$ cat src/rtl/pso_regs.vh
// Register map, field codes and timing constants of the preset switching outputs
`ifndef PSO_REGS_VH
`define PSO_REGS_VH

// ---------------------------------------------------------------
// Register offsets (word index on the plain register port)
// ---------------------------------------------------------------
`define PSO_ADDR_W        4
`define PSO_REG_PRESET1   4'h0
`define PSO_REG_PRESET2   4'h1
`define PSO_REG_HYST1     4'h2
`define PSO_REG_HYST2     4'h3
`define PSO_REG_CTRL      4'h4
`define PSO_REG_STATUS    4'h5
`define PSO_REG_DISPLAY   4'h6

// ---------------------------------------------------------------
// Control register fields
// ---------------------------------------------------------------
`define PSO_CTRL_CHAR1_LSB 0
`define PSO_CTRL_CHAR2_LSB 4
`define PSO_CTRL_OPMODE_LSB 8
`define PSO_CTRL_RESET     32'h0000_0000

// Characteristic codes
`define PSO_CHAR_W         3
`define PSO_STATIC_GE      3'h0
`define PSO_STATIC_LE      3'h1
`define PSO_PULSE_GE       3'h2
`define PSO_PULSE_LE       3'h3
`define PSO_PULSE_AUTO_CLEAR 3'h4
`define PSO_PULSE_AUTO_LOAD  3'h5
`define PSO_ANTIC_STATIC   3'h4
`define PSO_ANTIC_PULSE    3'h5

// Operating modes
`define PSO_OPMODE_W       3
`define PSO_TACHOMETER_MODE 3'h0
`define PSO_TIME_MODE      3'h1
`define PSO_TIMER_MODE     3'h2
`define PSO_COUNT_MODE     3'h3
`define PSO_SPEED_DIFF_MODE 3'h4

// Status display indications
`define PSO_IND_BOTH_OFF   2'h0
`define PSO_IND_BOTH_ON    2'h1
`define PSO_IND_OUT1_ON    2'h2
`define PSO_IND_OUT2_ON    2'h3

// ---------------------------------------------------------------
// Timing
// ---------------------------------------------------------------
`define PSO_CLK_HZ         100000000
`define PSO_PULSE_MS       500
`define PSO_STATUS_MS      2000

`endif

$ cat src/rtl/pso_preset_outputs.v
// Two preset comparator switching outputs with pulse, auto-clear and status display
//
// The register addresses and strobed register access were left to the implementer.
`timescale 1ns/1ps
`include "pso_regs.vh"

// Contract
// RQ1 - Code 0: output on as level while value >= preset.
// RQ2 - Code 1: output on as level while value <= preset.
// RQ3 - Codes 2, 3: timed pulse on rising GE or LE condition, both outputs.
// RQ4 - Output 1 code 4: pulse and clear count when value reaches preset 1.
// RQ5 - Output 1 code 5: pulse and load preset 1 when value reaches zero.
// RQ6 - Output 2 code 4: level while value >= preset 1 minus preset 2.
// RQ7 - Output 2 code 5: pulse when value reaches preset 1 minus preset 2.
// RQ8 - Every pulse lasts fixed 500 ms, not software adjustable.
// RQ9 - Anticipation threshold follows preset 1 at preset 2 distance.
// RQ10 - Hysteresis used only in tachometer and time modes.
// RQ11 - Hysteresis band side depends on GE or LE characteristic.
// RQ12 - Short enter press shows both output states for two seconds.
// RQ13 - Status shows both off, both on, only 1 on, or only 2 on.
// RQ14 - GE static turns off below preset minus hysteresis; LE mirrored.
// RQ15 - Comparisons use signed display value over full signed range.
module pso_preset_outputs #(
   parameter VAL_W       = 24,
   parameter PULSE_MS    = `PSO_PULSE_MS,
   parameter STATUS_MS   = `PSO_STATUS_MS,
   parameter CLK_HZ      = `PSO_CLK_HZ,
   parameter PULSE_CYC   = (CLK_HZ / 1000) * PULSE_MS,
   parameter STATUS_CYC  = (CLK_HZ / 1000) * STATUS_MS
) (
   // Clock and reset
   input  wire                     mclk,
   input  wire                     rst,
   // Register port
   input  wire [`PSO_ADDR_W-1:0]   reg_addr,
   input  wire [31:0]              reg_wdata,
   input  wire                     reg_wr,
   input  wire                     reg_rd,
   output reg  [31:0]              reg_rdata,
   // Scaled display value from the counter core
   input  wire signed [VAL_W-1:0]  display_value,
   // Enter key short press, one cycle
   input  wire                     enter_tap,
   // Counter control back to the core
   output reg                      count_clear_r,
   output reg                      count_load_r,
   output reg  signed [VAL_W-1:0]  count_load_value_r,
   // Switching outputs
   output wire                     out1,
   output wire                     out2,
   // Status display
   output reg                      status_show_r,
   output reg  [1:0]               status_ind_r
);

   // ---------------------------------------------------------------
   // Configuration registers
   // ---------------------------------------------------------------
   reg signed [VAL_W-1:0]       preset1_r;
   reg signed [VAL_W-1:0]       preset2_r;
   reg        [VAL_W-2:0]       hyst1_r;
   reg        [VAL_W-2:0]       hyst2_r;
   reg        [`PSO_CHAR_W-1:0] char1_r;
   reg        [`PSO_CHAR_W-1:0] char2_r;
   reg        [`PSO_OPMODE_W-1:0] opmode_r;

   // Level state and edge history
   reg                          lvl1_r;
   reg                          lvl2_r;
   reg                          ge1_d_r;
   reg                          le1_d_r;
   reg                          ge2_d_r;
   reg                          le2_d_r;
   reg                          zero_d_r;
   reg [31:0]                   show_cnt_r;

   wire                         pulse1;
   wire                         pulse2;
   reg                          fire1;
   reg                          fire2;
   reg                          lvl1_nxt;
   reg                          lvl2_nxt;

   // ---------------------------------------------------------------
   // Helpers
   // ---------------------------------------------------------------
   // Widen by one bit so sums near the range edges cannot wrap
   function signed [VAL_W:0] sx;
      input signed [VAL_W-1:0] v;
      begin
         sx = {v[VAL_W-1], v};
      end
   endfunction

   // Hysteresis counts only in tachometer and time modes
   function hyst_on;
      input [`PSO_OPMODE_W-1:0] m;
      begin
         hyst_on = (m == `PSO_TACHOMETER_MODE) || (m == `PSO_TIME_MODE); // RQ10
      end
   endfunction

   // Static level with hysteresis: GE holds until below p-h, LE until above p+h
   function lvl_hyst;
      input                     prev;
      input                     ge;
      input signed [VAL_W:0]    v;
      input signed [VAL_W:0]    p;
      input        [VAL_W-2:0]  h;
      reg   signed [VAL_W+1:0]  lo;
      reg   signed [VAL_W+1:0]  hi;
      begin
         lo = {p[VAL_W], p} - {3'h0, h};
         hi = {p[VAL_W], p} + {3'h0, h};
         if (ge)
            // Concatenation is unsigned; recast so negative values compare correctly
            lvl_hyst = (v >= p) || (prev && ($signed({v[VAL_W], v}) >= lo)); // RQ11 RQ14
         else
            lvl_hyst = (v <= p) || (prev && ($signed({v[VAL_W], v}) <= hi)); // RQ11 RQ14
      end
   endfunction

   // ---------------------------------------------------------------
   // Comparisons on the signed display value
   // ---------------------------------------------------------------
   wire signed [VAL_W:0] val_x  = sx(display_value); // RQ15
   wire signed [VAL_W:0] p1_x   = sx(preset1_r);
   wire signed [VAL_W:0] p2_x   = sx(preset2_r);
   // Trailing threshold recomputed every cycle from the live presets
   wire signed [VAL_W:0] antic  = p1_x - p2_x; // RQ9
   wire                  ge1    = val_x >= p1_x; // RQ15
   wire                  le1    = val_x <= p1_x;
   wire                  ge2    = val_x >= p2_x;
   wire                  le2    = val_x <= p2_x;
   wire                  gea    = val_x >= antic;
   wire                  at0    = display_value == {VAL_W{1'b0}};
   wire                  hy     = hyst_on(opmode_r);
   wire [VAL_W-2:0]      h1     = hy ? hyst1_r : {(VAL_W-1){1'b0}}; // RQ10
   wire [VAL_W-2:0]      h2     = hy ? hyst2_r : {(VAL_W-1){1'b0}}; // RQ10
   reg                   gea_d_r;

   // ---------------------------------------------------------------
   // Next level and pulse triggers per characteristic
   // ---------------------------------------------------------------
   always @* begin
      lvl1_nxt = 1'b0;
      lvl2_nxt = 1'b0;
      fire1    = 1'b0;
      fire2    = 1'b0;
      case (char1_r)
         `PSO_STATIC_GE: lvl1_nxt = lvl_hyst(lvl1_r, 1'b1, val_x, p1_x, h1); // RQ1
         `PSO_STATIC_LE: lvl1_nxt = lvl_hyst(lvl1_r, 1'b0, val_x, p1_x, h1); // RQ2
         `PSO_PULSE_GE:  fire1 = ge1 && !ge1_d_r; // RQ3
         `PSO_PULSE_LE:  fire1 = le1 && !le1_d_r; // RQ3
         `PSO_PULSE_AUTO_CLEAR: fire1 = ge1 && !ge1_d_r; // RQ4
         `PSO_PULSE_AUTO_LOAD:  fire1 = at0 && !zero_d_r; // RQ5
         default: lvl1_nxt = 1'b0;
      endcase
      case (char2_r)
         `PSO_STATIC_GE: lvl2_nxt = lvl_hyst(lvl2_r, 1'b1, val_x, p2_x, h2); // RQ1
         `PSO_STATIC_LE: lvl2_nxt = lvl_hyst(lvl2_r, 1'b0, val_x, p2_x, h2); // RQ2
         `PSO_PULSE_GE:  fire2 = ge2 && !ge2_d_r; // RQ3
         `PSO_PULSE_LE:  fire2 = le2 && !le2_d_r; // RQ3
         `PSO_ANTIC_STATIC: lvl2_nxt = gea; // RQ6
         `PSO_ANTIC_PULSE:  fire2 = gea && !gea_d_r; // RQ7
         default: lvl2_nxt = 1'b0;
      endcase
   end

   // ---------------------------------------------------------------
   // Fixed-length pulse generators, length not reachable by software
   // ---------------------------------------------------------------
   pso_pulse_timer #(
      .CYCLES (PULSE_CYC),
      .CNT_W  (32)
   ) u_pulse1 (
      .mclk    (mclk),
      .rst     (rst),
      .fire    (fire1),
      .pulse_r (pulse1)
   ); // RQ8

   pso_pulse_timer #(
      .CYCLES (PULSE_CYC),
      .CNT_W  (32)
   ) u_pulse2 (
      .mclk    (mclk),
      .rst     (rst),
      .fire    (fire2),
      .pulse_r (pulse2)
   ); // RQ8

   assign out1 = lvl1_r | pulse1;
   assign out2 = lvl2_r | pulse2;

   // ---------------------------------------------------------------
   // Level state, edge history and counter commands
   // ---------------------------------------------------------------
   always @(posedge mclk) begin
      if (rst) begin
         lvl1_r             <= 1'b0;
         lvl2_r             <= 1'b0;
         ge1_d_r            <= 1'b1;
         le1_d_r            <= 1'b1;
         ge2_d_r            <= 1'b1;
         le2_d_r            <= 1'b1;
         gea_d_r            <= 1'b1;
         zero_d_r           <= 1'b1;
         count_clear_r      <= 1'b0;
         count_load_r       <= 1'b0;
         count_load_value_r <= {VAL_W{1'b0}};
      end else begin
         lvl1_r        <= lvl1_nxt;
         lvl2_r        <= lvl2_nxt;
         ge1_d_r       <= ge1;
         le1_d_r       <= le1;
         ge2_d_r       <= ge2;
         le2_d_r       <= le2;
         gea_d_r       <= gea;
         zero_d_r      <= at0;
         // One-cycle command; the core answers by changing display_value
         count_clear_r <= fire1 && (char1_r == `PSO_PULSE_AUTO_CLEAR); // RQ4
         count_load_r  <= fire1 && (char1_r == `PSO_PULSE_AUTO_LOAD); // RQ5
         count_load_value_r <= preset1_r; // RQ5
      end
   end

   // ---------------------------------------------------------------
   // Status display window after a short enter press
   // ---------------------------------------------------------------
   always @(posedge mclk) begin
      if (rst) begin
         show_cnt_r    <= 32'h0000_0000;
         status_show_r <= 1'b0;
         status_ind_r  <= `PSO_IND_BOTH_OFF;
      end else begin
         if (enter_tap) begin
            show_cnt_r    <= STATUS_CYC[31:0] - 32'h0000_0001; // RQ12
            status_show_r <= 1'b1;
         end else if (show_cnt_r != 32'h0000_0000) begin
            show_cnt_r <= show_cnt_r - 32'h0000_0001;
         end else begin
            status_show_r <= 1'b0; // RQ12
         end
         // Live state so the indication tracks the outputs while shown
         case ({out1, out2})
            2'b00:   status_ind_r <= `PSO_IND_BOTH_OFF; // RQ13
            2'b11:   status_ind_r <= `PSO_IND_BOTH_ON; // RQ13
            2'b10:   status_ind_r <= `PSO_IND_OUT1_ON; // RQ13
            default: status_ind_r <= `PSO_IND_OUT2_ON; // RQ13
         endcase
      end
   end

   // ---------------------------------------------------------------
   // Register writes
   // ---------------------------------------------------------------
   always @(posedge mclk) begin
      if (rst) begin
         preset1_r <= {VAL_W{1'b0}};
         preset2_r <= {VAL_W{1'b0}};
         hyst1_r   <= {(VAL_W-1){1'b0}};
         hyst2_r   <= {(VAL_W-1){1'b0}};
         char1_r   <= `PSO_STATIC_GE;
         char2_r   <= `PSO_STATIC_GE;
         opmode_r  <= `PSO_COUNT_MODE;
      end else if (reg_wr) begin
         case (reg_addr)
            `PSO_REG_PRESET1: preset1_r <= reg_wdata[VAL_W-1:0];
            `PSO_REG_PRESET2: preset2_r <= reg_wdata[VAL_W-1:0];
            `PSO_REG_HYST1:   hyst1_r   <= reg_wdata[VAL_W-2:0];
            `PSO_REG_HYST2:   hyst2_r   <= reg_wdata[VAL_W-2:0];
            `PSO_REG_CTRL: begin
               char1_r  <= reg_wdata[`PSO_CTRL_CHAR1_LSB +: `PSO_CHAR_W];
               char2_r  <= reg_wdata[`PSO_CTRL_CHAR2_LSB +: `PSO_CHAR_W];
               opmode_r <= reg_wdata[`PSO_CTRL_OPMODE_LSB +: `PSO_OPMODE_W];
            end
            default: preset1_r <= preset1_r;
         endcase
      end
   end

   // ---------------------------------------------------------------
   // Register reads, data one cycle after the strobe, zero otherwise
   // ---------------------------------------------------------------
   always @(posedge mclk) begin
      if (rst) begin
         reg_rdata <= 32'h0000_0000;
      end else if (reg_rd) begin
         case (reg_addr)
            `PSO_REG_PRESET1: reg_rdata <= {{(32-VAL_W){preset1_r[VAL_W-1]}}, preset1_r};
            `PSO_REG_PRESET2: reg_rdata <= {{(32-VAL_W){preset2_r[VAL_W-1]}}, preset2_r};
            `PSO_REG_HYST1:   reg_rdata <= {{(33-VAL_W){1'b0}}, hyst1_r};
            `PSO_REG_HYST2:   reg_rdata <= {{(33-VAL_W){1'b0}}, hyst2_r};
            `PSO_REG_CTRL:    reg_rdata <= {21'h0, opmode_r, 1'b0, char2_r, 1'b0, char1_r};
            `PSO_REG_STATUS:  reg_rdata <= {27'h0, status_show_r, status_ind_r, out2, out1};
            `PSO_REG_DISPLAY: reg_rdata <= {{(32-VAL_W){display_value[VAL_W-1]}},
                                            display_value};
            default:          reg_rdata <= 32'h0000_0000;
         endcase
      end else begin
         reg_rdata <= 32'h0000_0000;
      end
   end

endmodule

$ cat src/rtl/pso_pulse_timer.v
// One-shot timer for a fixed-length output pulse
`timescale 1ns/1ps

module pso_pulse_timer #(
   parameter CYCLES = 50000000,
   parameter CNT_W  = 26
) (
   // Clock and reset
   input  wire mclk,
   input  wire rst,
   // Trigger and pulse
   input  wire fire,
   output reg  pulse_r
);

   reg [CNT_W-1:0] cnt_r;

   // ---------------------------------------------------------------
   // Countdown; a new trigger while busy restarts the full length
   // ---------------------------------------------------------------
   always @(posedge mclk) begin
      if (rst) begin
         cnt_r   <= {CNT_W{1'b0}};
         pulse_r <= 1'b0;
      end else if (fire) begin
         cnt_r   <= CYCLES[CNT_W-1:0] - {{(CNT_W-1){1'b0}}, 1'b1};
         pulse_r <= 1'b1;
      end else if (cnt_r != {CNT_W{1'b0}}) begin
         cnt_r <= cnt_r - {{(CNT_W-1){1'b0}}, 1'b1};
      end else begin
         pulse_r <= 1'b0;
      end
   end

endmodule

$ cat config.mk
export PLATFORM = sky130hd
export DESIGN_NAME = pso_preset_outputs
export DESIGN_NICKNAME = d
export VERILOG_FILES = /design/src/rtl/pso_preset_outputs.v /design/src/rtl/pso_pulse_timer.v
export VERILOG_INCLUDE_DIRS = /design/src /design/src/rtl
export SDC_FILE = /design/constraint.sdc
export NUM_CORES = 1
export LEC_CHECK = 0
export BUFFER_PORTS_ARGS = -buffer_cell sky130_fd_sc_hd__buf_2
export CORE_MARGIN = 2
export CORE_UTILIZATION = 35
export DETAILED_ROUTE_END_ITERATION = 8
export PLACE_DENSITY = 0.56
export SLEW_MARGIN = 30
export SYNTH_ARGS = -nofsm -noshare
export SYNTH_HDL_FRONTEND = slang
export SYNTH_HIERARCHICAL = 1
export SYNTH_SLANG_ARGS = --single-unit
$ cat constraint.sdc
create_clock -name mclk -period 5.2 [get_ports mclk]
set_input_delay 1.3 -clock mclk [delete_from_list [all_inputs] [get_ports mclk]]
set_output_delay 1.3 -clock mclk [all_outputs]
set_load 0.1 [all_outputs]
==> flow_metrics.env, run 1 <==
export IMPL_fin_skew_ns=0.02310
export IMPL_drtIter0Drc=1374
export IMPL_syn_nets=3003
export IMPL_cts_tree="done"
export IMPL_syn_inst=2636
export IMPL_grt_antenna_before_repair=7
export IMPL_start_util_pct=35.34
export IMPL_grt_setup_unrepaired="yes"
export IMPL_dp_slack_ns=-0.1303
export IMPL_port_buffers=119
export IMPL_critPathSlowestCell="a311o_1"
export IMPL_multi_input_area_mm2=0.01487
export IMPL_clock_sinks=262
export IMPL_synth_cell_types=99
export IMPL_cp_required_ns=5.62
export IMPL_ctsHoldBuffers=0
export IMPL_status="complete, no violations"
export IMPL_path_max_fanout=5
export IMPL_path_clk_slew_ns=0.06
export IMPL_r2r_cells=24
export IMPL_slowest_delay_ns=0.36
export IMPL_synth_edff_count=0
export IMPL_gr_total_overflow=0
export IMPL_hold_path_class="reg -> reg"
export IMPL_setup_viol=0
export IMPL_coreArea_mm2=0.05902
export IMPL_ff2ff_setup_slack_ns=0.16
export IMPL_via_per_inst=5.623
export IMPL_final_util_pct=42.25
export IMPL_cts_buffers=35
export IMPL_powerDensity_mw_per_mm2=308.0
export IMPL_slew_headroom_pct=37.90
export IMPL_dpl_hpwl_um=56150
export IMPL_final_nets=3214
export IMPL_criticalPathCategory="reg -> reg"
export IMPL_syn_area_mm2=0.02086
export IMPL_vias=20497
export IMPL_syn2layout_area_growth_pct=19.56
export IMPL_fmax_mhz=198.3
export IMPL_die_w_um=248.1
export IMPL_seqCellArea_mm2=0.005246
export IMPL_async_flop_share_pct=0
export IMPL_startpoint_type="register"
export IMPL_row_count=89
export IMPL_num_io_pins=128
export IMPL_maxSlewViolCount=0
export IMPL_drt_pass1_iterations=8
export IMPL_arrival_ns=5.46
export IMPL_cts_buffer_depth=3
export IMPL_final_hold_viol_count=0
export IMPL_period_minus_slack_ns=5.042
export IMPL_clk_latency_ns=0.56
export IMPL_place_gp_congestion=0.9118
export IMPL_avgSynthCellArea_um2=7.913
export IMPL_grt_pass1_wl_um=112100
export IMPL_worstPathCellList="nor2_4, buf_4, nand2_2, ha_1, nor2b_1, o311ai_2, buf_4, nand2_1, a311o_1, a221o_1, o221a_2, nor3_2, xnor2_1, ha_1, and4_1, nand3_2, nor2_4, nand2_2, a311oi_2, buf_4, a211o_1, a31oi_4, a2111oi_4, a211oi_2"
export IMPL_cts_root_buf="clkbuf_16"
export IMPL_worst_hold_path_endpoint="show_cnt_r[13]"
export IMPL_ys_seq_elements=262
export IMPL_nFillCells=5999
export IMPL_worst_slew_pin_slew_ns=0.9293
export IMPL_period_share_pct=96.96
export IMPL_r2r_start="opmode_r[1]"
export IMPL_hp_start="show_cnt_r[13]"
export IMPL_fin_cells=3645
export IMPL_drc=0
export IMPL_wl_um=73880
export IMPL_fin_ws_ns=0.1581
export IMPL_worstHoldPathCells=2
export IMPL_dp_cells=3567
export IMPL_grt_max_degree=84
export IMPL_grt_pass1_vias=19987
export IMPL_die_area_mm2=0.06156
export IMPL_dpl_cell_area_mm2=0.02312
export IMPL_htreeDepth=2
export IMPL_holdWs_ns=0.4730
export IMPL_cp_common_cell="buf_4"
export IMPL_antenna_left=0
export IMPL_cap_viol_max_count=0
export IMPL_dieHeight_um=248.1
export IMPL_yosysSeqAreaShare_pct=25.15
export IMPL_reg2reg_to="lvl1_r"
export IMPL_total_leakage_power_nw=10.57
export IMPL_yosys_most_used_dff="dfxtp_1"
export IMPL_endpoint_kind="register"
export IMPL_vdd_drop_max_mv=0.3378
export IMPL_yosys_warnings=6
export IMPL_routedWlPerCell_um=20.27
export IMPL_grt_total_usage_pct=23.45
export IMPL_drive_above_1_share_pct=16.79
export IMPL_postLayoutCellArea_mm2=0.02494
==> synth_stat cells (8+ instances only) <==
| library cell | instances | area share [%] |
|---|---|---|
| clkbuf_1 | 86 | 1.5 |
| o21bai_1 | 19 | 0.68 |
| o31ai_1 | 21 | 0.76 |
| a21o_1 | 66 | 2.4 |
| and3_1 | 8 | 0.24 |
| nand4_1 | 45 | 1.3 |
| or4_1 | 16 | 0.58 |
| xnor2_1 | 113 | 4.7 |
| ha_1 | 297 | 18 |
| buf_2 | 9 | 0.22 |
| or3_1 | 35 | 1.0 |
| inv_1 | 171 | 3.1 |
| nor2_1 | 195 | 3.5 |
| o21a_1 | 12 | 0.43 |
| a2111oi_0 | 14 | 0.59 |
| and2_1 | 9 | 0.27 |
| or2_2 | 16 | 0.48 |
| nand2b_1 | 34 | 1.0 |
| xor2_1 | 40 | 1.7 |
| nor4_1 | 29 | 0.87 |
| a21oi_1 | 265 | 6.4 |
| buf_4 | 11 | 0.40 |
| or4_4 | 8 | 0.43 |
| nand3_1 | 24 | 0.58 |
| nor3_1 | 60 | 1.4 |
| a31oi_1 | 58 | 1.7 |
| nand2_1 | 340 | 6.1 |
| a211oi_1 | 20 | 0.72 |
| dfxtp_1 | 262 | 25 |
| nor2b_1 | 34 | 1.0 |
| a22oi_1 | 52 | 1.9 |
| o211ai_1 | 13 | 0.47 |
| a311oi_1 | 8 | 0.34 |
| o21ai_0 | 86 | 2.1 |
==> metrics by stage <==
stage | power [W] | setup TNS (ns)
CTS | 0.007643 | 0
detailed placement | 0.004950 | -1.726
finish | 0.007680 | 0
floorplan | 0.004342 | 0
global placement | 0.004891 | -1.533
global route | 0.008102 | -0.1371
==> registers in the layout, summed over array words and instances (netlist names), 2 cells and up <==
register            count
show_cnt_r             32
u_pulse1/cnt_r         32
u_pulse2/cnt_r         32
count_load_value_r     24
preset1_r              24
preset2_r              24
reg_rdata              24
hyst1_r                23
hyst2_r                23
char1_r                 3
char2_r                 3
opmode_r                3
status_ind_r            2
==> metal layers <==
layer | track usage (%) | part of all wire [%] | up-vias
met5 | 0 | 0.065 | -
li1 | - | - | 9882
met3 | 4.686 | 6.6 | 153
met4 | 8.789 | 3.9 | 8
met1 | 29.38 | 43 | 9850
met2 | 39.64 | 46 | 604
==> cell type report <==
type | count | area share [%]
clock inverter | 15 | 0.9483
timing repair buffer | 288 | 7.847
antenna | 2 | 0.02007
inverter | 171 | 2.574
sequential | 262 | 21.04
clock buffer | 45 | 4.074
tap | 773 | 3.879
multi-input combinational | 2089 | 59.62
==> layout by cell type, fill, tap and decap left out, types with 7 or more instances in the layout <==
cell type / count
nand2_1: 335
ha_1: 292
dfxtp_1: 261
a21oi_1: 260
nor2_1: 189
inv_1: 171
buf_4: 160
buf_2: 118
xnor2_1: 113
o21ai_0: 77
a21o_1: 66
nor3_1: 56
a31oi_1: 56
a22oi_1: 52
nand4_1: 45
xor2_1: 40
clkbuf_16: 38
or3_1: 35
nor2b_1: 34
nand2b_1: 34
nor4_1: 26
nand3_1: 23
o31ai_1: 21
o21bai_1: 19
a211oi_1: 17
or2_2: 15
or4_1: 15
o211ai_1: 13
o21a_1: 12
and2_1: 10
o21ai_1: 9
or4_4: 9
and3_1: 8
nand3b_1: 7
a2111oi_0: 7
nor3_2: 7
==> worst max-delay path: cells and delay by family (launching register included) <==
family          cells  cell delay [ns]
fa+ha+maj           2             0.60
flops               1             0.33
compound gates      9             2.22
buf+inv             3             0.51
xor+xnor            1             0.09
simple gates        9             1.16
==> worst max path at each step <==
stage,endpoint,cells after the start,startpoint
5_1_grt,lvl1_r,27,opmode_r[1]
4_1_cts,lvl2_r,26,opmode_r[2]
3_5_place_dp,u_pulse2/cnt_r[10],27,preset1_r[0]
3_3_place_gp,u_pulse2/cnt_r[10],27,preset1_r[0]
6_report,lvl1_r,24,opmode_r[1]
2_1_floorplan,lvl1_r,23,opmode_r[2]
==> where the power goes <==
group          internal (W)  switching [W]  leakage [nW]
Combinational       0.00104        0.00160          7.83
Sequential          0.00219       0.000191          2.13
Clock               0.00167       0.000983         0.611
==> what timing repair did <==
| action | CTS | global route |
|---|---|---|
| setup endpoints to repair | 34 | 35 |
| pin swaps | 8 | 47 |
| gates cloned | 0 | 1 |
| gates resized for setup | 13 | 75 |
| setup buffers | 4 | 11 |
==> cell families after synthesis <==
logic type | Yosys count | synth area share [%]
compound gates | 709 | 21.94
xor+xnor | 153 | 6.425
fa+ha+maj | 302 | 18.30
buf+inv | 285 | 5.651
flops | 262 | 25.15
mux | 8 | 0.4199
simple gates | 917 | 22.12
Power figures use the tool's default switching activity.
==> inputs of run 2 (changes only) <==
--- a/config.mk
+++ b/config.mk
@@ -8,9 +8,9 @@
 export LEC_CHECK = 0
 export BUFFER_PORTS_ARGS = -buffer_cell sky130_fd_sc_hd__buf_2
 export CORE_MARGIN = 2
-export CORE_UTILIZATION = 35
+export CORE_UTILIZATION = 57
 export DETAILED_ROUTE_END_ITERATION = 8
-export PLACE_DENSITY = 0.56
+export PLACE_DENSITY = 0.81
 export SLEW_MARGIN = 30
 export SYNTH_ARGS = -nofsm -noshare
 export SYNTH_HDL_FRONTEND = slang
==> constraint.sdc (replaced) <==
create_clock -name mclk -period 5.2 [get_ports mclk]
set_input_delay 0.26 -clock mclk [delete_from_list [all_inputs] [get_ports mclk]]
set_output_delay 0.26 -clock mclk [all_outputs]
set_load 0.1 [all_outputs]
==> run 2 against run 1 <==
Die area shrank 38%. Combinational power about the same. Highest routed layer unchanged. Clock power decreased by 8.3%. Via count is 2.7% higher. Utilization rose by 24 points. Design area decreased by 3.4%. Cell count is 9.5% lower. Count of clock-buffer cells in the layout fell by 9. Critical endpoint is now u_pulse2/cnt_r[10]. Sequential share of layout area increased by 0.74 points. First-iteration DRC count grew 14%. Sequential power about the same. Critical path depth is the same. Largest power group is now combinational logic.
==> flow_metrics.env, run 2 (synthesized netlist as in run 1, its figures left out) <==
export IMPL_drtIter0Drc=1565
export IMPL_dieHeight_um=195.3
export IMPL_grt_pass1_wl_um=108000
export IMPL_critPathBufInv=2
export IMPL_gr_total_overflow=0
export IMPL_port_buffers=119
export IMPL_dpl_cell_area_mm2=0.02226
export IMPL_cp_required_ns=5.74
export IMPL_fin_setup_tns_ns=0
export IMPL_syn2layout_area_growth_pct=15.50
export IMPL_slowest_delay_ns=0.45
export IMPL_row_count=70
export IMPL_grt_max_degree=205
export IMPL_maxSlewViolCount=0
export IMPL_htreeDepth=1
export IMPL_fmax_mhz=194.5
export IMPL_layout_commonest_cell="nand2_1"
export IMPL_wl_um=69630
export IMPL_startpoint_type="register"
export IMPL_grt_antenna_before_repair=4
export IMPL_cts_root_buf="clkbuf_16"
export IMPL_layout_common_cells="nand2_1, ha_1, dfxtp_1"
export IMPL_drive_above_1_share_pct=14.53
export IMPL_period_minus_slack_ns=5.140
export IMPL_grt_pass1_vias=20532
export IMPL_setup_viol=0
export IMPL_fin_cells=3300
export IMPL_critPathSlowestCell="dfxtp_1"
export IMPL_dp_cells=3199
export IMPL_total_leakage_power_nw=10.29
export IMPL_hold_path_class="in -> reg"
export IMPL_dpl_hpwl_um=51140
export IMPL_fin_skew_ns=0.01174
export IMPL_hp_start="reg_wdata[1]"
export IMPL_clk_latency_ns=0.60
export IMPL_r2r_start="preset2_r[2]"
export IMPL_num_io_pins=128
export IMPL_final_hold_viol_count=0
export IMPL_arrival_ns=5.68
export IMPL_vdd_drop_max_mv=0.3723
export IMPL_path_clk_slew_ns=0.06
export IMPL_slew_headroom_pct=35.83
export IMPL_grt_total_usage_pct=35.43
export IMPL_worst_slew_pin_slew_ns=0.9625
export IMPL_via_per_inst=6.377
export IMPL_cts_tree="done"
export IMPL_largest_registers="show_cnt_r (32), u_pulse1/cnt_r (32), u_pulse2/cnt_r (32)"
export IMPL_cts_buffers=31
export IMPL_final_nets=3170
export IMPL_place_gp_congestion=0.9632
export IMPL_die_w_um=195.3
export IMPL_path_max_fanout=9
export IMPL_period_share_pct=98.85
export IMPL_start_util_pct=57.38
export IMPL_final_util_pct=66.28
export IMPL_status="complete, no violations"
export IMPL_cap_viol_max_count=0
export IMPL_endpoint_kind="register"
export IMPL_vias=21043
export IMPL_postLayoutCellArea_mm2=0.02409
export IMPL_coreArea_mm2=0.03635
export IMPL_drt_pass1_iterations=7
export IMPL_worstPathCellList="inv_1, ha_1, a21oi_2, o211ai_1, a21oi_1, nor2_1, a31o_2, a21oi_4, a21oi_2, a2111oi_2, a21oi_1, ha_1, nor2b_1, o2111ai_1, o21ai_0, a21oi_2, o22ai_2, nand4_1, nand3b_1, buf_4, nor2_1, nand2_1, a21oi_1, a31o_2"
export IMPL_clock_sinks=262
export IMPL_criticalPathCategory="reg -> reg"
export IMPL_cp_top_family="compound AO/OA/AOI/OAI gates"
export IMPL_fin_ws_ns=0.05980
export IMPL_critPathLaunch="preset2_r[2]"
export IMPL_powerDensity_mw_per_mm2=310.0
export IMPL_dp_slack_ns=-0.2110
export IMPL_cts_buffer_depth=3
export IMPL_die_area_mm2=0.03814
export IMPL_drc=0
export IMPL_routedWlPerCell_um=21.10
export IMPL_antenna_left=0
-- run 2: cell types whose count changed in the layout (fill, tap and decap cells not counted), sizes merged --
cell and delta:
buf -63, clkinvlp -1, dlygate4sd3 +24, diode +2, inv +2, bufinv +1, clkbuf -10, clkinv +5
-- run 2: worst min-delay path, delay by kind of cell --
kind            cells  cell delay (ns)
buf+inv             1             0.19
simple gates        1             0.09
compound gates      1             0.06
-- run 2: metrics by stage --
step	hold WS, ns	total power, W
floorplan	0.3636	0.004342
global placement	0.4537	0.004797
detailed placement	0.4596	0.004911
CTS	0.02735	0.007362
global route	0.04996	0.007814
finish	0.05651	0.007468
-- run 2: final timing paths --
kind / end / slack (ns) / depth (start not counted)
hold / removal: char1_r[1] / 0.06 / 3
setup / recovery: u_pulse2/cnt_r[10] / 0.06 / 24
setup reg to reg: u_pulse2/cnt_r[10] / 0.06 / 24
hold reg to reg: hyst2_r[10] / 0.47 / 2
-- run 2: final cells by class --
class	instances	area, um2
fill	3048	12260
tap	468	585.6
sequential	262	5248
inverter	171	641.9
clock buffer	36	824.5
multi-input combinational	2089	14780
timing repair buffer	248	1680
antenna	4	10.01
clock inverter	22	316.6
-- run 2: where the power goes --
part	total, W	switching (W)	internal [W]	leakage, nW
logic	0.00264	0.00162	0.00102	7.60
clock network	0.00244	0.000953	0.00149	0.559
registers	0.00239	0.000195	0.00219	2.13
total	0.00747	0.00277	0.00470	10.3
-- run 2: timing repair --
action	CTS	global route
buffers inserted	2	13
endpoints found under the hold margin	95	0
gates resized for setup	12	62
pin swaps	9	39
hold buffers	24	0
endpoints found under the setup margin	18	36
-- run 2: routing by layer --
| layer | vias up | part of all wire, % | track usage [%] |
|---|---|---|---|
| met5 | - | 0.039 | 0 |
| met1 | 9890 | 39 | 43.16 |
| li1 | 9801 | - | - |
| met4 | 4 | 5.7 | 18.52 |
| met2 | 1073 | 46 | 59.17 |
| met3 | 275 | 9.6 | 7.202 |
